<file path="config.mk">
export PLATFORM = sky130hd
export DESIGN_NAME = rtc_divider_chain
export DESIGN_NICKNAME = d
export VERILOG_FILES = /design/src/rtc_chain_pkg.sv /design/src/rtc_divider_chain.sv /design/src/rtc_stage.sv
export SDC_FILE = /design/constraint.sdc
export NUM_CORES = 1
export LEC_CHECK = 0
export BUFFER_PORTS_ARGS = -buffer_cell sky130_fd_sc_hd__buf_4
export CORE_ASPECT_RATIO = 0.7
export CORE_MARGIN = 10
export CORE_UTILIZATION = 26
export DETAILED_ROUTE_END_ITERATION = 16
export PLACE_DENSITY_LB_ADDON = 0.05
export SLEW_MARGIN = 0
export SYNTH_ARGS = -nofsm -noshare
export SYNTH_HDL_FRONTEND = slang
export SYNTH_SLANG_ARGS = --single-unit
</file>
<file path="constraint.sdc">
create_clock -name clk -period 2.8 [get_ports clk]
set_clock_uncertainty 0.15 [all_clocks]
set_input_delay 0.56 -clock clk [delete_from_list [all_inputs] [get_ports clk]]
set_output_delay 0.56 -clock clk [all_outputs]
set_load 0.01 [all_outputs]
</file>
<file path="src/rtc_chain_pkg.sv">
// Constants and types shared by the real time clock divider chain.
// Assumes a single clock domain; no timing constants are needed.
package rtc_chain_pkg;

    // ****************************************************************
    // Chain geometry
    // ****************************************************************
    localparam int NUM_STAGES = 5;
    localparam int CHAIN_WIDTH = 48;
    localparam int PRESCALE_WIDTH = 16;
    localparam int COUNT_WIDTH = 32;
    localparam int HALF_WIDTH = 16;
    // Stage 0 is the prescale timer, stages 1..4 form the count block
    localparam int STAGE_WIDTH [NUM_STAGES] = '{16, 10, 6, 6, 10};
    localparam int STAGE_LSB [NUM_STAGES] = '{0, 16, 26, 32, 38};

    // ****************************************************************
    // Fixed dividers
    // ****************************************************************
    localparam int DIV_A_RATIO = 32;
    localparam int DIV_A_WIDTH = 5;
    localparam int DIV_B_RATIO = 8;
    localparam int DIV_B_WIDTH = 3;

    // ****************************************************************
    // Reset values (applied by power reset only)
    // ****************************************************************
    localparam logic [DIV_A_WIDTH-1:0] DIV_A_RESET = 5'h00;
    localparam logic [DIV_B_WIDTH-1:0] DIV_B_RESET = 3'h0;
    localparam logic [NUM_STAGES-1:0] REQ_RESET = 5'h00;

    // Clock source and divider selection
    typedef struct packed {
        logic ext_sel;
        logic div32_on;
        logic div8_on;
    } chain_cfg_type;

endpackage : rtc_chain_pkg

</file>
<file path="src/rtc_divider_chain.sv">
// Real time clock: source select, two optional fixed dividers, a
// reloadable prescale timer and a four-stage reloadable count block.
// Assumes srst is the power reset; no other reset reaches this block.
// How it works
// RULE1 - Counting clock is internal every cycle or rising edges of a pin.
// RULE2 - Divide-by-32 and divide-by-8 stages head the chain, each bypassable.
// RULE3 - A reloadable 16-bit prescale timer clocks the count block.
// RULE4 - 32-bit count block of 10, 6, 6, 10 bit stages, two words.
// RULE5 - Every stage counts upward only.
// RULE6 - Each stage raises its own request when it wraps.
// RULE7 - All enabled requests merge onto one interrupt node output.
// RULE8 - Only the power reset clears the clock's state.
// RULE9 - Prescale timer and count block read together as one 48-bit timer.
// RULE10 - On wrap a stage reloads, advances the next, and requests.
// RULE11 - Alarm request when the count reaches a programmed time.
`timescale 1ns/1ps
`default_nettype none

module rtc_divider_chain
    import rtc_chain_pkg::*;
(
    input wire logic clk,
    input wire logic srst,
    input wire chain_cfg_type cfg,
    input wire logic ext_clk_in,
    input wire logic prescale_wr,
    input wire logic [PRESCALE_WIDTH-1:0] prescale_wdata,
    input wire logic count_low_wr,
    input wire logic count_high_wr,
    input wire logic [HALF_WIDTH-1:0] count_wdata,
    input wire logic [CHAIN_WIDTH-1:0] reload_value,
    input wire logic [NUM_STAGES-1:0] irq_enable,
    input wire logic alarm_enable,
    input wire logic [COUNT_WIDTH-1:0] alarm_time,
    output logic [PRESCALE_WIDTH-1:0] prescale_reload_timer,
    output logic [HALF_WIDTH-1:0] count_low_word,
    output logic [HALF_WIDTH-1:0] count_high_word,
    output logic [CHAIN_WIDTH-1:0] timer48,
    output logic [NUM_STAGES-1:0] stage_req,
    output logic alarm_req,
    output logic irq_node
);

    // ****************************************************************
    // Clock source and fixed dividers
    // ****************************************************************
    logic ext_prev_q;
    logic [DIV_A_WIDTH-1:0] div_a_q;
    logic [DIV_B_WIDTH-1:0] div_b_q;
    logic [DIV_A_WIDTH-1:0] div_a_d;
    logic [DIV_B_WIDTH-1:0] div_b_d;

    wire src_tick = cfg.ext_sel ? (ext_clk_in && !ext_prev_q) : 1'b1; // RULE1
    wire div_a_tick = src_tick && (div_a_q == DIV_A_WIDTH'(DIV_A_RATIO - 1));
    wire after_a = cfg.div32_on ? div_a_tick : src_tick; // RULE2
    wire div_b_tick = after_a && (div_b_q == DIV_B_WIDTH'(DIV_B_RATIO - 1));
    wire chain_tick = cfg.div8_on ? div_b_tick : after_a; // RULE2

    assign div_a_d = (cfg.div32_on && src_tick) ? div_a_q + 1'b1 : div_a_q;
    assign div_b_d = (cfg.div8_on && after_a) ? div_b_q + 1'b1 : div_b_q;

    always_ff @(posedge clk) begin
        if (srst) begin // RULE8
            ext_prev_q <= 1'b0;
            div_a_q <= DIV_A_RESET;
            div_b_q <= DIV_B_RESET;
        end else begin
            ext_prev_q <= ext_clk_in;
            div_a_q <= div_a_d;
            div_b_q <= div_b_d;
        end
    end

    // ****************************************************************
    // Stage chain
    // ****************************************************************
    logic [NUM_STAGES-1:0] stage_tick;
    logic [NUM_STAGES-1:0] stage_wrap;
    logic [NUM_STAGES-1:0] stage_load;
    logic [CHAIN_WIDTH-1:0] load_value;
    logic [CHAIN_WIDTH-1:0] chain_q;

    assign load_value = {count_wdata, count_wdata[15:10], count_wdata[9:0],
                         prescale_wdata};
    // Low word loads stages 1 and 2, high word loads stages 3 and 4
    assign stage_load = {count_high_wr, count_high_wr, count_low_wr,
                         count_low_wr, prescale_wr};
    assign stage_tick = {stage_wrap[NUM_STAGES-2:0], chain_tick}; // RULE10

    genvar gi;
    generate
        for (gi = 0; gi < NUM_STAGES; gi++) begin : g_stage
            localparam int W = STAGE_WIDTH[gi];
            localparam int L = STAGE_LSB[gi];
            rtc_stage #(
                .WIDTH(W)
            ) u_stage (
                .clk(clk),
                .srst(srst),
                .tick(stage_tick[gi]), // RULE5
                .load(stage_load[gi]),
                .load_value(load_value[L +: W]),
                .reload_value(reload_value[L +: W]),
                .count_q(chain_q[L +: W]),
                .wrap(stage_wrap[gi]) // RULE10
            );
        end
    endgenerate

    // Count block split: bits 15:0 low word, 31:16 high word
    assign prescale_reload_timer = chain_q[15:0]; // RULE3
    assign count_low_word = chain_q[31:16]; // RULE4
    assign count_high_word = chain_q[47:32]; // RULE4
    assign timer48 = chain_q; // RULE9

    // ****************************************************************
    // Requests and alarm
    // ****************************************************************
    logic moved_q;
    logic [NUM_STAGES-1:0] req_q;
    logic alarm_q;
    logic node_q;

    wire [COUNT_WIDTH-1:0] count_now = chain_q[47:16];
    wire alarm_hit = alarm_enable && moved_q && (count_now == alarm_time);
    wire node_d = (|(stage_wrap & irq_enable)) || alarm_hit; // RULE7

    always_ff @(posedge clk) begin
        if (srst) begin // RULE8
            moved_q <= 1'b0;
            req_q <= REQ_RESET;
            alarm_q <= 1'b0;
            node_q <= 1'b0;
        end else begin
            moved_q <= stage_tick[1] || (|stage_load[4:1]);
            req_q <= stage_wrap; // RULE6
            alarm_q <= alarm_hit; // RULE11
            node_q <= node_d; // RULE7
        end
    end

    assign stage_req = req_q;
    assign alarm_req = alarm_q;
    assign irq_node = node_q;

    wire no_load = !(|stage_load);
endmodule : rtc_divider_chain

`default_nettype wire

</file>
<file path="src/rtc_stage.sv">
// One reloadable up-counting stage of the divider chain.
// Assumes tick and load are synchronous one-cycle pulses on clk.
`timescale 1ns/1ps
`default_nettype none

module rtc_stage
    import rtc_chain_pkg::*;
#(
    parameter int WIDTH = 16
) (
    input wire logic clk,
    input wire logic srst,
    input wire logic tick,
    input wire logic load,
    input wire logic [WIDTH-1:0] load_value,
    input wire logic [WIDTH-1:0] reload_value,
    output logic [WIDTH-1:0] count_q,
    output logic wrap
);

    logic [WIDTH-1:0] count_d;
    wire at_max = &count_q;

    // A write wins over a carry arriving in the same cycle
    assign wrap = tick && at_max && !load;
    assign count_d = load ? load_value :
                     wrap ? reload_value :
                     tick ? count_q + 1'b1 : count_q;

    always_ff @(posedge clk) begin
        if (srst) begin
            count_q <= '0;
        end else begin
            count_q <= count_d;
        end
    end

endmodule : rtc_stage

`default_nettype wire
</file>
* After elaboration in Yosys (flattened, before gate mapping)
Cells that the tools add are included.
W data, S select, Z words.
** Word-level totals
- Logic and storage cells :: 76
- Register bits :: 65
** Cells by class
- Bitwise logic cells :: 1
- Eq/ne operators :: 3
- Add/sub/neg operators :: 7
- Reduce and logical (&&, ||, !) cells :: 35
- Muxes and demuxes :: 18
** Operators with widths (number)
- $mux W10 :: 6
- $mux W16 :: 3
- $mux W6 :: 6
- $eq A32 B32 Y1 :: 1
- $add A10 B1 Y10 const B :: 2
- $reduce_and A10 Y1 :: 2
- $logic_and A1 B1 Y1 :: 17
- $add A16 B1 Y16 const B :: 1
- $reduce_and A16 Y1 :: 1
- $reduce_bool A3 Y1 :: 5
- $add A6 B1 Y6 const B :: 2
- $reduce_and A6 Y1 :: 2
- $add A5 B1 Y5 const B :: 1
- $and A5 B5 Y5 :: 1
- $eq A5 B5 Y1 const B :: 1
- $reduce_or A5 Y1 :: 1
- $logic_not A1 Y1 :: 4
- $add A3 B1 Y3 const B :: 1
- $eq A3 B3 Y1 const B :: 1
- $mux W1 :: 3
- $logic_or A1 B1 Y1 :: 2
- $reduce_or A2 Y1 :: 1

* Depth between registers and ports, before layout
- Word-level depth :: 20
- Mapped depth :: 9

* Hierarchy
Synthesis repeated with hierarchy kept, for this count alone.
** Unflattened totals
- Cell total of the unflattened synthesis :: 610
- Area total of the unflattened synthesis :: 5078.6 µm²
** By module, submodules not included
- rtc_stage at g_stage[1].u_stage ... :: area each 747.0 µm², times used 2, seq. area each 200.2 µm², cells an instance 97
- rtc_divider_chain :: area each 1427.6 µm², times used 1, seq. area each 340.3 µm², cells an instance 156
- rtc_stage at g_stage[0].u_stage :: area each 1141.1 µm², times used 1, seq. area each 320.3 µm², cells an instance 146
- rtc_stage at g_stage[2].u_stage ... :: area each 508.0 µm², times used 2, seq. area each 120.1 µm², cells an instance 57

* Worst setup path before layout
Ideal clock, no wire load.
- Path kind :: flip-flop to flip-flop
- From :: register div_a_q[0]
- To :: register g_stage[4].u_stage.count_q[0]
- Setup slack :: 150 ps
- Period minus slack after synthesis :: 2650 ps
- Library setup time :: 95 ps
- Cell stages (with the launch flop) :: 10
- Arrival :: 2405 ps
- Cell sequence :: dfxtp_1 > ha_1 > and3_1 > ha_1 > nand2b_1 > o211ai_1 > or4_1 > buf_2 > or3_1 > o311ai_1
** On the way
- Word-level cells in the longest chain between the ends :: 17
- Elaborated cells between the ends (all ways) :: 18
- Those cells by class :: 1 x eq/ne; 4 x mux; 13 x reduce/logical
** RTL lines
- from (decl) :: RTL line rtc_divider_chain.sv:48 : logic [DIV_A_WIDTH-1:0] div_a_q;
- from (signal assigned) :: RTL line rtc_divider_chain.sv:69 : div_a_q <= div_a_d;
- $eq A5 B5 Y1 * :: RTL line rtc_divider_chain.sv:54 : wire div_a_tick = src_tick && (div_a_q == DIV_A_WIDTH'(DIV_A_RATIO - 1));
- $logic_and A1 B1 Y1 * :: RTL line rtc_divider_chain.sv:54
- $mux W1 * :: RTL line rtc_divider_chain.sv:55 : wire after_a = cfg.div32_on ? div_a_tick : src_tick;
- $logic_and A1 B1 Y1 :: RTL line rtc_divider_chain.sv:56 : wire div_b_tick = after_a && (div_b_q == DIV_B_WIDTH'(DIV_B_RATIO - 1));
- $mux W1 * :: RTL line rtc_divider_chain.sv:57 : wire chain_tick = cfg.div8_on ? div_b_tick : after_a;
- $logic_and A1 B1 Y1 * (8 in series) :: RTL line rtc_stage.sv:25 : assign wrap = tick && at_max && !load;
- $logic_and A1 B1 Y1 (2 in series) :: RTL line rtc_stage.sv:25
- $mux W10 :: RTL line rtc_stage.sv:27 : wrap ? reload_value :
- $mux W10 :: RTL line rtc_stage.sv:26 : assign count_d = load ? load_value :
- to (signal assigned) :: RTL line rtc_stage.sv:34 : count_q <= count_d;
- to (decl) :: RTL line rtc_stage.sv:17 : output logic [WIDTH-1:0] count_q,
Every way passes the cells marked *; elsewhere a longest branch is shown, timed or not.
A chain may end at the register's enable or synchronous reset.

* Worst setup path in the final report
- From :: register div_a_q[0]
- To :: register g_stage[4].u_stage.count_q[1]
The elaborated chain is that of the path after synthesis.

==> impl_summary.txt <==
----------------------------------------------------
[STA]
  Slew @ Worst Pin ... 0.637 ns
  Time the final worst path needs with I/O delays and setup ... between 2 and 3 ns
  Final-report hold violation count ... 0
  Setup-failing EPs final ... 0
  Final max-slew violation count ... 0
  Period Utilization, post-route ... 92.4%
  Maximum operating frequency ... 0.387 GHz
  Crit path setup slack, layout ... 0.214 ns
  Hold_ws ... about 0.29 ns
  Max-slew headroom ... 57.2%
  RSZ-0062 raised after global routing ... no

[Global routing]
  First-pass GRT wire length ... roughly 37 mm
  Overflow left after global routing ... 0
  Antenna violations before repair ... 1
  Vias in the first global route ... 5959
  Pin count of the biggest net entering global routing ... 38
  Total Routing Usage GR ... 18.9%

[Hold path]
  Worst hold path type ... primary input to flip-flop

[Synth]
  Most area-hungry cell type in the Yosys netlist ... sky130_fd_sc_hd__dfxtp_1
  Most used DFF post-synth ... sky130_fd_sc_hd__dfxtp_1
  Synthesized area per cell ... 7.90 um2
  Netlist area before placement ... 5030 um2
  Number of warnings issued by yosys ... 0
  Proportion of synthesized flip-flops having asynchronous set or reset ... 0%
  Commonest cells in the netlist ... 67 x sky130_fd_sc_hd__nand2_1, 65 x sky130_fd_sc_hd__dfxtp_1, 49 x sky130_fd_sc_hd__buf_4
  Cell count after synthesis ... ~640
  Number of flops mapped to enable cells by yosys ... 0
  Post-synthesis sequential area ratio ... 25.9%
  Number of nets in the synthesized netlist ... 772
  Cell types occupying the most area after synthesis ... sky130_fd_sc_hd__dfxtp_1 26%, sky130_fd_sc_hd__buf_4 7.3%, sky130_fd_sc_hd__xnor2_1 6.1%, sky130_fd_sc_hd__nand2_1 5.0%, sky130_fd_sc_hd__nand3_1 3.1%
  Leading cell type by number of instances after synthesis ... sky130_fd_sc_hd__nand2_1
  Count of cell types in the netlist ... 72
  Register bit count reported by yosys ... 65
  Area share of the largest cell type after synthesis ... 25.9%

[Power and ir drop]
  Cell leakage power ... 3.17 nW
  Switching share of power ... 30.8%
  NetSw ... around 900 uW
  Cell-internal power ... just over 2 mW
  Sequential group share of total power ... 35.3%
  Max rail drop VDD ... 0.198 mV
  Combinational share of power ... about a quarter
  Clock network power share ... 39.6%
  Pwr/cell area ... 403 nW/um2

[Critical path]
  Launch point of the worst path ... div_a_q[0]$_SDFFE_PP0P_
  Worst R2R End ... g_stage[4].u_stage.count_q[1]$_SDFFE_PP0P_
  CP Capture Type ... flip-flop
  Worst setup path end ... g_stage[4].u_stage.count_q[1]$_SDFFE_PP0P_
  Critical Path Start Type ... flip-flop
  Worst r2r path cells ... 8
  Largest fanout of any net on the critical path ... 8
  Path type of the worst setup path ... flip-flop to flip-flop
  Worst EP arrival ... 2.69 ns
  Flop2flop setup slack ... ~0.21 ns
  Data required time at the worst endpoint ... approximately 2.9 ns
  Reg2reg start ... div_a_q[0]$_SDFFE_PP0P_

[Detailed routing]
  Residual DRC ... 0
  First-pass detailed-route iteration total ... 5
  DR WL/cell ... between 20 and 25 um
  DR vias ... 5822
  ANT nets after route ... 0
  Via count normalized by instance count ... 5.21
  Routed WL ... approximately 25 mm
  Violation count after the first detailed-routing iteration ... 446

[Floorplan]
  Core area ... 19000 um2
  IO Pins ... 230
  DIE AREA ... 25400 um2
  Row cnt ... 42
  Die Width ... approximately 190 um
  Die height ... 136 um
  Initial core utilization ... 26.5%

[Place]
  Number of input and output port buffers inserted ... around 230
  Setup Slack @ Placement ... -0.0165 ns
  Instance area at placement ... 6990 um2
  Placed Instances ... between 1000 and 1500
  Final HPWL from detailed placement ... 19.9 mm
  Global placer's final weighted congestion ... 0.889

[Clock tree]
  H-Tree Level Count ... 3
  Cell at the root of the clock tree ... sky130_fd_sc_hd__clkbuf_16
  Setup repair bufs after CTS ... 0
  Clock buffer depth ... 2
  Later-pin clock latency in the skew report ... approximately 0.35 ns
  Clock transition at path regs ... 0.06 ns
  CTS sink count ... 65
  TritonCTS clock tree ... done
  Total of hold buffers inserted after clock tree synthesis ... 0
  TritonCTS buffer count ... 9

[Cells and area]
  Post-Route Utilization ... 38.4%
  Finished layout cell area ... 7290 um2
  Proportion of layout cells with a drive suffix above 1 ... 38.7%
  Number of antenna cells inserted ... 0
  Fill count ... 1982
  Post-route non-filler standard cell count ... 1117
  Post-synthesis to final-layout area growth ... 45.1%
  Post-layout net count ... 984

[Run]
  Number of violations of the max-capacitance limit ... 0

[Run status]
  Result of the run ... completed

----------------------------------------------------
[kinds of logic after synthesis]
kind of cell             Yosys count  synth area share [%]
flip-flops                        65                  25.9
AO/OA/AOI/OAI                    156                  22.9
multiplexers                      22                  4.58
AND/OR/NAND/NOR                  233                  24.8
XOR/XNOR                          43                  7.49
buffers and inverters            108                  12.0
adder cells (fa/ha/maj)            9                  2.24
[through the flow]
step	power, mW	setup TNS, ns
floorplan	1.40	0
global placement	1.79	0
detailed placement	1.79	-0.0191
CTS	2.97	0
global route	3.08	0
finish	2.94	0
[cell usage in the layout, fill, tap and decap left out, types with 9 or more instances in the layout]
master / Yosys / routed
sky130_fd_sc_hd__o21ai_0: 14 / 14
sky130_fd_sc_hd__ha_1: 9 / 9
sky130_fd_sc_hd__buf_4: 49 / 286
sky130_fd_sc_hd__and4_1: 9 / 9
sky130_fd_sc_hd__mux2i_1: 14 / 14
sky130_fd_sc_hd__dfxtp_1: 65 / 65
sky130_fd_sc_hd__nand4_1: 19 / 19
sky130_fd_sc_hd__and3_1: 13 / 13
sky130_fd_sc_hd__a21oi_1: 30 / 30
sky130_fd_sc_hd__clkbuf_16: 0 / 9
sky130_fd_sc_hd__inv_1: 23 / 23
sky130_fd_sc_hd__o22ai_1: 11 / 11
sky130_fd_sc_hd__a31oi_1: 10 / 10
sky130_fd_sc_hd__nand2_1: 67 / 67
sky130_fd_sc_hd__nand3_1: 31 / 31
sky130_fd_sc_hd__nor2_1: 41 / 41
sky130_fd_sc_hd__nor3_1: 11 / 11
sky130_fd_sc_hd__xnor2_1: 35 / 35
[state kept, by name, summed over array words and instances, names as in the netlist]
register and cells:
irq_node 1, ext_prev_q 1, g_stage.u_stage.count_q 48, moved_q 1, div_b_q 3, stage_req 5
alarm_req 1, div_a_q 5
[power by group through the flow]
stage / registers, mW / logic [mW] / clock network (mW)
floorplan: 1.08 / 0.317 / 0
global placement: 1.06 / 0.733 / 0
detailed placement: 1.06 / 0.736 / 0
CTS: 1.04 / 0.739 / 1.19
global route: 1.05 / 0.794 / 1.23
finish: 1.04 / 0.736 / 1.16
[worst min path at each step]
stage,start,to,cells after the start
after floorplan,div_b_q[1]$_SDFFE_PP0P_,div_b_q[1]$_SDFFE_PP0P_,2
after global placement,div_b_q[1]$_SDFFE_PP0P_,div_b_q[1]$_SDFFE_PP0P_,2
after detailed placement,div_b_q[2]$_SDFFE_PP0P_,div_b_q[2]$_SDFFE_PP0P_,2
after CTS,count_wdata[10],g_stage[4].u_stage.count_q[4]$_SDFFE_PP0P_,3
after global routing,count_wdata[10],g_stage[4].u_stage.count_q[4]$_SDFFE_PP0P_,3
final,count_wdata[10],g_stage[4].u_stage.count_q[4]$_SDFFE_PP0P_,3
[final cells by class]
cell class,count,area (um2),share of cell area (%)
timing repair buffer,286,2150,29.4
tap,264,330,4.53
clock inverter,7,71.3,0.978
clock buffer,9,225,3.09
multi-input combinational,463,3130,42.9
sequential,65,1300,17.8
inverter,23,86.3,1.18
[routing by layer]
layer	routed length [um]	vias up	global-route usage [%]
li1	-	2741	-
met1	12000	2799	26.9
met4	348	0	4.69
met2	10300	257	27.0
met3	2200	25	5.68
met5	0	-	0
[worst max-delay path: stages, from the launching register on]
cell and delay (ns):
sky130_fd_sc_hd__dfxtp_1 0.39, sky130_fd_sc_hd__ha_1 0.19, sky130_fd_sc_hd__and3_1 0.16, sky130_fd_sc_hd__ha_1 0.15, sky130_fd_sc_hd__nand2b_1 0.14, sky130_fd_sc_hd__o211ai_1 0.15
sky130_fd_sc_hd__or4_4 0.52, sky130_fd_sc_hd__or3_1 0.36, sky130_fd_sc_hd__o311ai_1 0.27
[what timing repair did]
action | in CTS | in global routing
gates resized for setup | 1 | 1
gates cloned | 0 | 0
pin swaps | 0 | 1
setup endpoints to repair | 2 | 4
(Power assumes the default switching activity.)
